$ cat src/design/mcgs_regs.svh
// register map, field positions, reset values and counts of the clock generator/select block
// Functional notes
// low-power select set disables the FLL in the two bypass modes
// internal reference speed select: 0 slow clock, 1 fast clock
// status bit 4 shows FLL reference source after synchronisation
// status bits 3-2 show active clock mode after synchronisation; 11 reserved
// oscillator ready resets 0, sets after init cycles, clears when disabled
// status bit 0 shows internal reference speed, updated only while enabled
// UART source bits 27-26: off, FLL, external osc ref, internal ref
// timer/PWM source bits 25-24 use the same four-way encoding
// clock output bits 7-5: 010 bus, 011 1 kHz, 100 int ref, 110 ext ref
// bit 4 selects 1 Hz RTC clock or external osc ref for RTC pin
// bit 7 fine-tunes the DCO for a 32.768 kHz reference
// DCO range bits 6-5, reset low; status follows after synchronisation
// writes to DCO range are ignored while low-power select is set
// fast reference trim bits 4-1, binary weighted, larger means longer period
// slow reference fine trim bit 0 lengthens period when set
// reserved bits read as zero and ignore writes
// software sets up the oscillator, selects external reference, polls ready
// oscillator output gated until 4096 crystal input cycles are counted
// low-power select moves bypassed modes into their low-power variants
// mirrored status fields pass through a two-stage synchroniser
`ifndef MCGS_REGS_SVH
`define MCGS_REGS_SVH
`define MCGS_A_CTRL        8'h00
`define MCGS_A_OSC         8'h04
`define MCGS_A_STAT        8'h08
`define MCGS_A_DCO         8'h0C
`define MCGS_A_PSEL        8'h10
`define MCGS_CTRL_MASK     32'h0000_03FF
`define MCGS_CTRL_RST      32'h0000_0100
`define MCGS_OSC_MASK      32'h0000_00A0
`define MCGS_DCO_MASK      32'h0000_00FF
`define MCGS_DCO_RST       32'h0000_0000
`define MCGS_PSEL_MASK     32'h0F00_00F0
`define MCGS_PSEL_RST      32'h0000_0000
`define MCGS_OSC_EN_BIT    7
`define MCGS_DCO_RNG_MASK  32'h0000_0060
`define MCGS_DRS_LSB       5
`define MCGS_UART_LSB      26
`define MCGS_TPM_LSB       24
`define MCGS_CLKO_LSB      5
`define MCGS_RTC_BIT       4
`define MCGS_INIT_CYCLES   4096
`define MCGS_SRC_FLL       0
`define MCGS_SRC_EXT       1
`define MCGS_SRC_IRS       2
`define MCGS_SRC_IRF       3
`define MCGS_SRC_LPO       4
`define MCGS_SRC_RTC       5
`define MCGS_NSRC          6
`endif

$ cat src/design/mcgs_pkg.sv
// types shared by the clock generator/select block
package mcgs_pkg;
  typedef enum logic [2:0] {
    MCGS_FEI  = 3'b000,
    MCGS_FEE  = 3'b001,
    MCGS_FBI  = 3'b010,
    MCGS_FBE  = 3'b011,
    MCGS_BYPASSED_LOW_POWER_INTERNAL_MODE = 3'b100,
    MCGS_BYPASSED_LOW_POWER_EXTERNAL_MODE = 3'b101
  } mcgs_mode_type;

  // control word: bits 9..0 in the order declared from the top
  typedef struct packed {
    logic       int_ref_enable;
    logic       fll_ref_select;
    logic [1:0] clock_mode_select;
    logic [1:0] osc_freq_range;
    logic       osc_high_gain;
    logic       ext_ref_source_select;
    logic       low_power_select;
    logic       int_ref_speed_select;
  } mcgs_ctrl_type;

  // trim and range outputs toward the analog oscillators
  typedef struct packed {
    logic       dco_max_tune;
    logic [1:0] dco_range;
    logic [3:0] fast_ref_trim;
    logic       slow_ref_fine_trim;
  } mcgs_trim_type;
endpackage

$ cat src/design/mcgs_top.sv
// clock generator mode control, status and peripheral clock selection with AHB-Lite registers
`timescale 1ns/100ps
`include "mcgs_regs.svh"
module mcgs_top #(
  parameter int INIT_CYCLES = `MCGS_INIT_CYCLES
) (
  input  wire logic                  clk_i,
  input  wire logic                  rst_b_i,
  input  wire logic                  hsel_i,
  input  wire logic [31:0]           haddr_i,
  input  wire logic [1:0]            htrans_i,
  input  wire logic                  hwrite_i,
  input  wire logic [2:0]            hsize_i,
  input  wire logic [31:0]           hwdata_i,
  input  wire logic                  hready_i,
  output logic      [31:0]           hrdata_o,
  output logic                       hreadyout_o,
  output logic                       hresp_o,
  input  wire logic                  xtal_i,
  input  wire logic [`MCGS_NSRC-1:0] src_clk_i,
  output logic                       fll_enable_o,
  output mcgs_pkg::mcgs_trim_type    trim_o,
  output logic                       uart_clk_o,
  output logic                       tpm_clk_o,
  output logic                       clkout_o,
  output logic                       rtc_clock_output_pin_o
);
  import mcgs_pkg::*;

  mcgs_ctrl_type ctrl_r;
  logic [31:0]   osc_r;
  logic [31:0]   dco_r;
  logic [31:0]   psel_r;
  mcgs_mode_type mode_r;
  mcgs_mode_type mode_nxt;
  logic          pend_r;
  logic          pend_wr_r;
  logic [7:0]    pend_addr_r;
  logic [1:0]    xtal_sync_r;
  logic          xtal_prev_r;
  logic [12:0]   init_cnt_r;
  logic          osc_ready_r;
  logic [`MCGS_NSRC-1:0] src_meta_r;
  logic [`MCGS_NSRC-1:0] src_r;
  logic          bus_div_r;
  logic [1:0]    mode_s1_r;
  logic [1:0]    mode_st_r;
  logic          fref_s1_r;
  logic          fref_st_r;
  logic          int_ref_speed_select_s1_r;
  logic          int_ref_speed_select_st_r;
  logic [1:0]    drs_s1_r;
  logic [1:0]    drs_st_r;
  logic          osc_on;
  logic          irc_on;
  logic          ext_clk;
  logic          irc_clk;
  logic          accept;
  logic [1:0]    uart_sel;
  logic [1:0]    tpm_sel;
  logic [2:0]    clko_sel;
  logic          rtc_sel;
  logic [1:0]    drs_req;

  // four-way peripheral source: off, FLL, external ref, internal ref
  function automatic logic src4(input logic [1:0] sel, input logic fll,
                                input logic ext, input logic irc);
    logic r;
    r = 1'b0;
    case (sel)
      2'b01:   r = fll;
      2'b10:   r = ext;
      2'b11:   r = irc;
      default: r = 1'b0;
    endcase
    return r;
  endfunction

  function automatic logic [1:0] mode_code(input mcgs_mode_type m);
    logic [1:0] c;
    c = 2'b00;
    case (m)
      MCGS_FBI, MCGS_BYPASSED_LOW_POWER_INTERNAL_MODE: c = 2'b01;
      MCGS_FBE, MCGS_BYPASSED_LOW_POWER_EXTERNAL_MODE: c = 2'b10;
      default:             c = 2'b00;
    endcase
    return c;
  endfunction

  // ---------------- bus slave ----------------
  // every transfer takes one wait state, so a read right after a write sees it
  assign accept = hsel_i && htrans_i[1] && hready_i && !pend_r;

  always_ff @(posedge clk_i) begin
    if (!rst_b_i) begin
      pend_r      <= 1'b0;
      pend_wr_r   <= 1'b0;
      pend_addr_r <= 8'h00;
      hreadyout_o <= 1'b1;
    end else if (accept) begin
      pend_r      <= 1'b1;
      pend_wr_r   <= hwrite_i;
      pend_addr_r <= haddr_i[7:0];
      hreadyout_o <= 1'b0;
    end else begin
      pend_r      <= 1'b0;
      hreadyout_o <= 1'b1;
    end
  end

  always_ff @(posedge clk_i) begin
    if (!rst_b_i) begin
      hresp_o <= 1'b0;
    end else begin
      hresp_o <= 1'b0;
    end
  end

  always_ff @(posedge clk_i) begin
    if (!rst_b_i) begin
      hrdata_o <= 32'h0000_0000;
    end else if (pend_r && !pend_wr_r) begin
      case (pend_addr_r)
        `MCGS_A_CTRL: hrdata_o <= {22'h00_0000, ctrl_r};
        `MCGS_A_OSC:  hrdata_o <= osc_r;
        `MCGS_A_STAT: hrdata_o <= {27'h000_0000, fref_st_r, mode_st_r,
                                   osc_ready_r, int_ref_speed_select_st_r};
        `MCGS_A_DCO:  hrdata_o <= {dco_r[31:7], drs_st_r, dco_r[4:0]};
        `MCGS_A_PSEL: hrdata_o <= psel_r;
        default:      hrdata_o <= 32'h0000_0000;
      endcase
    end
  end

  // reserved bits are masked off on write so they read back as zero
  always_ff @(posedge clk_i) begin
    if (!rst_b_i) begin
      ctrl_r <= mcgs_ctrl_type'(10'(`MCGS_CTRL_RST));
      osc_r  <= 32'h0000_0000;
      psel_r <= `MCGS_PSEL_RST;
    end else if (pend_r && pend_wr_r) begin
      if (pend_addr_r == `MCGS_A_CTRL)
        ctrl_r <= mcgs_ctrl_type'(hwdata_i[9:0]);
      if (pend_addr_r == `MCGS_A_OSC)
        osc_r <= hwdata_i & `MCGS_OSC_MASK;
      if (pend_addr_r == `MCGS_A_PSEL)
        psel_r <= hwdata_i & `MCGS_PSEL_MASK;
    end
  end

  always_ff @(posedge clk_i) begin
    if (!rst_b_i) begin
      dco_r <= `MCGS_DCO_RST;
    end else if (pend_r && pend_wr_r && pend_addr_r == `MCGS_A_DCO) begin
      if (ctrl_r.low_power_select)
        dco_r <= ((hwdata_i & `MCGS_DCO_MASK) & ~`MCGS_DCO_RNG_MASK)
                 | (dco_r & `MCGS_DCO_RNG_MASK);
      else
        dco_r <= hwdata_i & `MCGS_DCO_MASK;
    end
  end

  // ---------------- mode control ----------------
  always_comb begin
    mode_nxt = mode_r;
    case (ctrl_r.clock_mode_select)
      2'b00: mode_nxt = ctrl_r.fll_ref_select ? MCGS_FEI : MCGS_FEE;
      2'b01: mode_nxt = ctrl_r.low_power_select ? MCGS_BYPASSED_LOW_POWER_INTERNAL_MODE : MCGS_FBI;
      2'b10: mode_nxt = ctrl_r.low_power_select ? MCGS_BYPASSED_LOW_POWER_EXTERNAL_MODE : MCGS_FBE;
      default: mode_nxt = mode_r; // reserved select keeps the current mode
    endcase
  end

  always_ff @(posedge clk_i) begin
    if (!rst_b_i) begin
      mode_r <= MCGS_FEI;
    end else begin
      mode_r <= mode_nxt;
    end
  end

  always_ff @(posedge clk_i) begin
    if (!rst_b_i) begin
      fll_enable_o <= 1'b1;
    end else begin
      fll_enable_o <= !(mode_r == MCGS_BYPASSED_LOW_POWER_INTERNAL_MODE || mode_r == MCGS_BYPASSED_LOW_POWER_EXTERNAL_MODE);
    end
  end

  always_ff @(posedge clk_i) begin
    if (!rst_b_i) begin
      trim_o <= mcgs_trim_type'(8'(`MCGS_DCO_RST));
    end else begin
      trim_o <= mcgs_trim_type'(dco_r[7:0]);
    end
  end

  // ---------------- status synchronisers ----------------
  assign irc_on = ctrl_r.int_ref_enable || ctrl_r.fll_ref_select
                  || ctrl_r.clock_mode_select == 2'b01;

  always_ff @(posedge clk_i) begin
    if (!rst_b_i) begin
      mode_s1_r <= 2'b00;
      mode_st_r <= 2'b00;
      fref_s1_r <= 1'b1;
      fref_st_r <= 1'b1;
      drs_s1_r  <= 2'b00;
      drs_st_r  <= 2'b00;
    end else begin
      mode_s1_r <= mode_code(mode_r);
      mode_st_r <= mode_s1_r;
      fref_s1_r <= ctrl_r.fll_ref_select;
      fref_st_r <= fref_s1_r;
      drs_s1_r  <= drs_req;
      drs_st_r  <= drs_s1_r;
    end
  end

  // the speed status freezes while the internal reference is stopped
  always_ff @(posedge clk_i) begin
    if (!rst_b_i) begin
      int_ref_speed_select_s1_r <= 1'b0;
      int_ref_speed_select_st_r <= 1'b0;
    end else if (irc_on) begin
      int_ref_speed_select_s1_r <= ctrl_r.int_ref_speed_select;
      int_ref_speed_select_st_r <= int_ref_speed_select_s1_r;
    end
  end

  // ---------------- oscillator start-up ----------------
  assign osc_on = osc_r[`MCGS_OSC_EN_BIT] || ctrl_r.ext_ref_source_select;

  always_ff @(posedge clk_i) begin
    if (!rst_b_i) begin
      xtal_sync_r <= 2'b00;
      xtal_prev_r <= 1'b0;
    end else begin
      xtal_sync_r <= {xtal_sync_r[0], xtal_i};
      xtal_prev_r <= xtal_sync_r[1];
    end
  end

  // counts rising edges of the crystal; restarts whenever the oscillator is off
  always_ff @(posedge clk_i) begin
    if (!rst_b_i || !osc_on) begin
      init_cnt_r  <= 13'h0000;
      osc_ready_r <= 1'b0;
    end else if (!osc_ready_r && xtal_sync_r[1] && !xtal_prev_r) begin
      if (init_cnt_r == 13'(INIT_CYCLES - 1))
        osc_ready_r <= 1'b1;
      init_cnt_r <= init_cnt_r + 13'h0001;
    end
  end

  // field views of the select registers, decoded once
  assign uart_sel = psel_r[`MCGS_UART_LSB +: 2];
  assign tpm_sel  = psel_r[`MCGS_TPM_LSB +: 2];
  assign clko_sel = psel_r[`MCGS_CLKO_LSB +: 3];
  assign rtc_sel  = psel_r[`MCGS_RTC_BIT];
  assign drs_req  = dco_r[`MCGS_DRS_LSB +: 2];

  // ---------------- clock selection ----------------
  always_ff @(posedge clk_i) begin
    if (!rst_b_i) begin
      src_meta_r <= '0;
      src_r      <= '0;
      bus_div_r  <= 1'b0;
    end else begin
      src_meta_r <= src_clk_i;
      src_r      <= src_meta_r;
      bus_div_r  <= !bus_div_r;
    end
  end

  // external reference passes only once the oscillator is ready
  assign ext_clk = src_r[`MCGS_SRC_EXT] && osc_ready_r
                   && osc_r[`MCGS_OSC_EN_BIT];
  assign irc_clk = irc_on && (ctrl_r.int_ref_speed_select ?
                   src_r[`MCGS_SRC_IRF] : src_r[`MCGS_SRC_IRS]);

  // outputs are sampled copies, so only sources well below half of clk_i pass cleanly
  always_ff @(posedge clk_i) begin
    if (!rst_b_i) begin
      uart_clk_o   <= 1'b0;
      tpm_clk_o    <= 1'b0;
      clkout_o     <= 1'b0;
      rtc_clock_output_pin_o <= 1'b0;
    end else begin
      uart_clk_o <= src4(uart_sel, src_r[`MCGS_SRC_FLL], ext_clk, irc_clk);
      tpm_clk_o  <= src4(tpm_sel, src_r[`MCGS_SRC_FLL], ext_clk, irc_clk);
      case (clko_sel)
        3'b010:  clkout_o <= bus_div_r;
        3'b011:  clkout_o <= src_r[`MCGS_SRC_LPO];
        3'b100:  clkout_o <= irc_clk;
        3'b110:  clkout_o <= ext_clk;
        default: clkout_o <= 1'b0;
      endcase
      rtc_clock_output_pin_o <= rtc_sel ? ext_clk : src_r[`MCGS_SRC_RTC];
    end
  end
endmodule // mcgs_top

$ cat config.mk
export PLATFORM = sky130hd
export DESIGN_NAME = mcgs_top
export DESIGN_NICKNAME = d
export VERILOG_FILES = /design/src/design/mcgs_pkg.sv /design/src/design/mcgs_top.sv
export VERILOG_INCLUDE_DIRS = /design/src /design/src/design
export SDC_FILE = /design/constraint.sdc
export NUM_CORES = 1
export LEC_CHECK = 0
export ABC_CLOCK_PERIOD_IN_PS = 2550
export BUFFER_PORTS_ARGS = -buffer_cell sky130_fd_sc_hd__buf_4
export CORE_ASPECT_RATIO = 0.8
export CORE_MARGIN = 5
export CORE_UTILIZATION = 51
export CTS_CLUSTER_DIAMETER = 60
export CTS_CLUSTER_SIZE = 10
export DETAILED_ROUTE_END_ITERATION = 8
export GPL_TIMING_DRIVEN = 0
export PLACE_DENSITY_LB_ADDON = 0.08
export SLEW_MARGIN = 20
export SYNTH_ARGS = -nofsm -noshare
export SYNTH_HDL_FRONTEND = slang
export SYNTH_SLANG_ARGS = --single-unit
$ cat constraint.sdc
create_clock -name clk_i -period 2.55 [get_ports clk_i]
set_input_delay 0.51 -clock clk_i [delete_from_list [all_inputs] [get_ports clk_i]]
set_output_delay 0.51 -clock clk_i [all_outputs]
set_load 0.01 [all_outputs]
==> impl_metrics.csv <==
group,metric,value,unit
power,p_int,0.002356,W
clocking,cts_buffers,9,
cells_and_area,diodes,0,
clocking,cts_max_level,3,
timing,timing.hold.ws,0.3478,ns
critical_path,crit_fanout,8,
route,firstDrtPassIters,5,
global_route,antenna_found_initial,0,
min_path,hp-class,"in -> reg",
placed_design,place_hpwl,7.226,mm
critical_path,critPathKind,"reg -> reg",
synth,synth_cell_types,48,
route,avgRoutedWirePerCell,14.43,um
die,initial_utilization,52.92,%
synth,ys_top_cells_by_count,"dfxtp_1 (109), nand2_1 (53), nor2_1 (47)",
cells_and_area,syn_to_final_growth,20.69,%
timing,clock.fmax,466.6,MHz
power,power_frac_seq,56.9,%
clocking,clk_path_buf_depth,2,
timing,period_share,84.05,%
timing,slew_viol_final,0,
synth,synth_flop_cell,"dfxtp_1",
cells_and_area,final_nets,642,
cells_and_area,drive_gt1_share,19.57,%
route,drc,0,
status,status,"finished clean",
critical_path,cp_slowest_stage_delay,0.63,ns
die,core,0.008055,sq mm
synth,syn_inst,467,
job,drv_cap,0,
min_path,whs_path_depth,2,
synth,syn-cell-area,0.004263,sq mm
critical_path,reg2reg_to,"psel_r[6]$_SDFFE_PN0P_",
clocking,holdBufCountCts,0,
timing,hold_violations,0,
route,drtIter0Drc,242,
clocking,cts_tree,"yes",
min_path,min_from,"src_clk_i[2]",
critical_path,r2r_slack,0.41,ns
die,pin_count,128,
power,clockPowerShare,37.2,%
critical_path,cp.arrival,2.39,ns
synth,syn_area_per_cell,9.128,sq um
timing,fin_crit,2.143,ns
global_route,grt_pass1_vias,3206,
synth,yosysTopAreaCell,"dfxtp_1",
route,dr_total_vias,3441,
synth,yosysSeqAreaShare,51.19,%
power,switching_power,0.0006818,W
critical_path,worst-endpoint-required,2.80,ns
synth,synthMostInstantiatedCell,"dfxtp_1",
critical_path,cp_cell_sequence,"or4_1 -> nor4b_1 -> buf_2 -> mux2i_1 -> nor2_1",
clocking,insertion_delay,0.37,ns
synth,synth_top_area_share,51.19,%
critical_path,crit_slowest_cell,"or4_1",
clocking,post-cts-setup-buffers,0,
critical_path,critPathBufInv,1,
clocking,ctsResizeCount,0,
min_path,min_to,"src_meta_r[2]$_SDFF_PN0_",
synth,synth_edf_count,0,
clocking,root_buffer,"clkbuf_8",
critical_path,r2r_start,"pend_addr_r[0]$_SDFFE_PN0P_",
timing,setup_ws,0.4067,ns
power,power_frac_comb,5.9,%
timing,rsz0062_at_grt,"false",
die,die_w,112.2,um
die,rows,29,
critical_path,worst_path_dominant_cell_family,"simple AND/OR/NAND/NOR gates",
global_route,grt_pass1_wl,15.63,mm
synth,yosysWarnings,0,
timing,relSlewSlack,47.62,%
timing,tightest_slew,0.7785,ns
route,viasPerCell,5.136,
power,swShare,22.44,%
timing,finalSetupViolCount,0,
synth,yosys_register_bits,109,
global_route,grt_max_degree,19,
die,die_y,91.78,um
synth,ys_top_cells_by_area,"dfxtp_1 (51%), mux2i_1 (5.2%), nand2_1 (4.7%)",
route,wirelength,9.665,mm
die,die_area,0.01030,sq mm
power,finalPower,0.003038,W
critical_path,startpoint_type,"flip-flop",
placed_design,pre_cts_ws,0.4753,ns
global_route,overflow,0,
power,peakVddDrop,0.3401,mV
clocking,clk_pin_slew,0.10,ns
clocking,clock_sinks,109,
critical_path,worstRegToRegCells,5,
placed_design,port_buffers,61,
placed_design,place_congestion,0.8485,
synth,synthArstFlopShare,0,%
global_route,grt_usage,18.66,%
power,leakagePower,2.031,nW
critical_path,end_kind,"flip-flop",
timing,fin_worst_skew,0.01489,ns
route,ant_nets,0,
power,power_density,590.5,mW/mm^2
timing,setup_tns,0,ns
[sequential cells by signal (all words and copies together), names as in the netlist, 3 cells and up]
register,cells
psel_r,8
dco_r,8
init_cnt_r,13
trim_o,6
src_r,6
src_meta_r,6
hrdata_o,14
pend_addr_r,8
ctrl_r,10
mode_r,3
[metrics by stage]
step	instances	instance area (sq um)	utilization [%]
3_3_place_gp	654	4923	61.12
4_1_cts	670	5145	63.87
6_report	670	5145	63.87
3_5_place_dp	654	4923	61.12
5_1_grt	670	5145	63.87
2_1_floorplan	485	4330	-
[worst max path at each step]
stage          slack, ns                      end  cells past startpoint                         from
3_3_place_gp        0.49  psel_r[26]$_SDFFE_PN0P_                      5  pend_addr_r[0]$_SDFFE_PN0P_
3_5_place_dp        0.48  psel_r[24]$_SDFFE_PN0P_                      5  pend_addr_r[0]$_SDFFE_PN0P_
5_1_grt             0.32  psel_r[27]$_SDFFE_PN0P_                      5  pend_addr_r[0]$_SDFFE_PN0P_
2_1_floorplan       0.76  psel_r[24]$_SDFFE_PN0P_                      5  pend_addr_r[0]$_SDFFE_PN0P_
6_report            0.41   psel_r[6]$_SDFFE_PN0P_                      5  pend_addr_r[0]$_SDFFE_PN0P_
4_1_cts             0.46  psel_r[24]$_SDFFE_PN0P_                      5  pend_addr_r[0]$_SDFFE_PN0P_
[placed cells by master, fill, tap and decap left out, types with 3 or more instances in the layout]
cell,n
dfxtp_1,109
buf_4,80
nand2_1,53
nor2_1,47
and2_1,30
a21oi_1,25
clkbuf_1,22
mux2i_1,22
o21ai_0,21
conb_1,19
nand3_1,15
inv_1,10
clkbuf_8,9
a22oi_1,8
nand4_1,8
xor2_1,7
a31o_2,6
nor3_1,6
o2bb2ai_1,4
nor4_1,4
and3_1,4
o21a_1,4
ha_1,4
or4_1,3
xnor2_1,3
[area by class of cell]
| cell class | count | area (sq um) |
|---|---|---|
| Clock buffer | 9 | 123.9 |
| Sequential cell | 109 | 2182 |
| Multi-Input combinational cell | 323 | 1877 |
| Buffer | 43 | 234.0 |
| Inverter | 10 | 37.54 |
| Tap cell | 108 | 135.1 |
| Fill cell | 713 | 2910 |
| Timing Repair Buffer | 61 | 457.9 |
| Clock inverter | 7 | 97.59 |
[per-layer routing]
layer	share of wire [%]	global-route usage, %	vias up
li1	-	-	1737
met1	47	25.87	1579
met2	45	29.32	120
met3	7.7	5.329	5
met4	0.48	3.704	0
met5	0	0	-
[power groups by stage]
stage | registers [W] | logic [W] | clock network [W]
floorplan | 0.00177 | 0.000105 | 0
global placement | 0.00177 | 0.000173 | 0
detailed placement | 0.00177 | 0.000175 | 0
CTS | 0.00173 | 0.000176 | 0.00115
global route | 0.00173 | 0.000197 | 0.00122
finish | 0.00173 | 0.000179 | 0.00113
[kinds of logic (layout without fill, tap and decap cells)]
logic type | count (synthesis) | count (layout) | synth area share, %
simple gates | 191 | 191 | 22.69
flops | 109 | 109 | 51.19
compound gates | 76 | 76 | 11.01
buf+inv | 53 | 130 | 6.369
mux | 23 | 23 | 5.430
xor+xnor | 10 | 10 | 2.055
fa+ha+maj | 4 | 4 | 1.174
other cells | 1 | 19 | 0.08797
(Power assumes the default switching activity.)
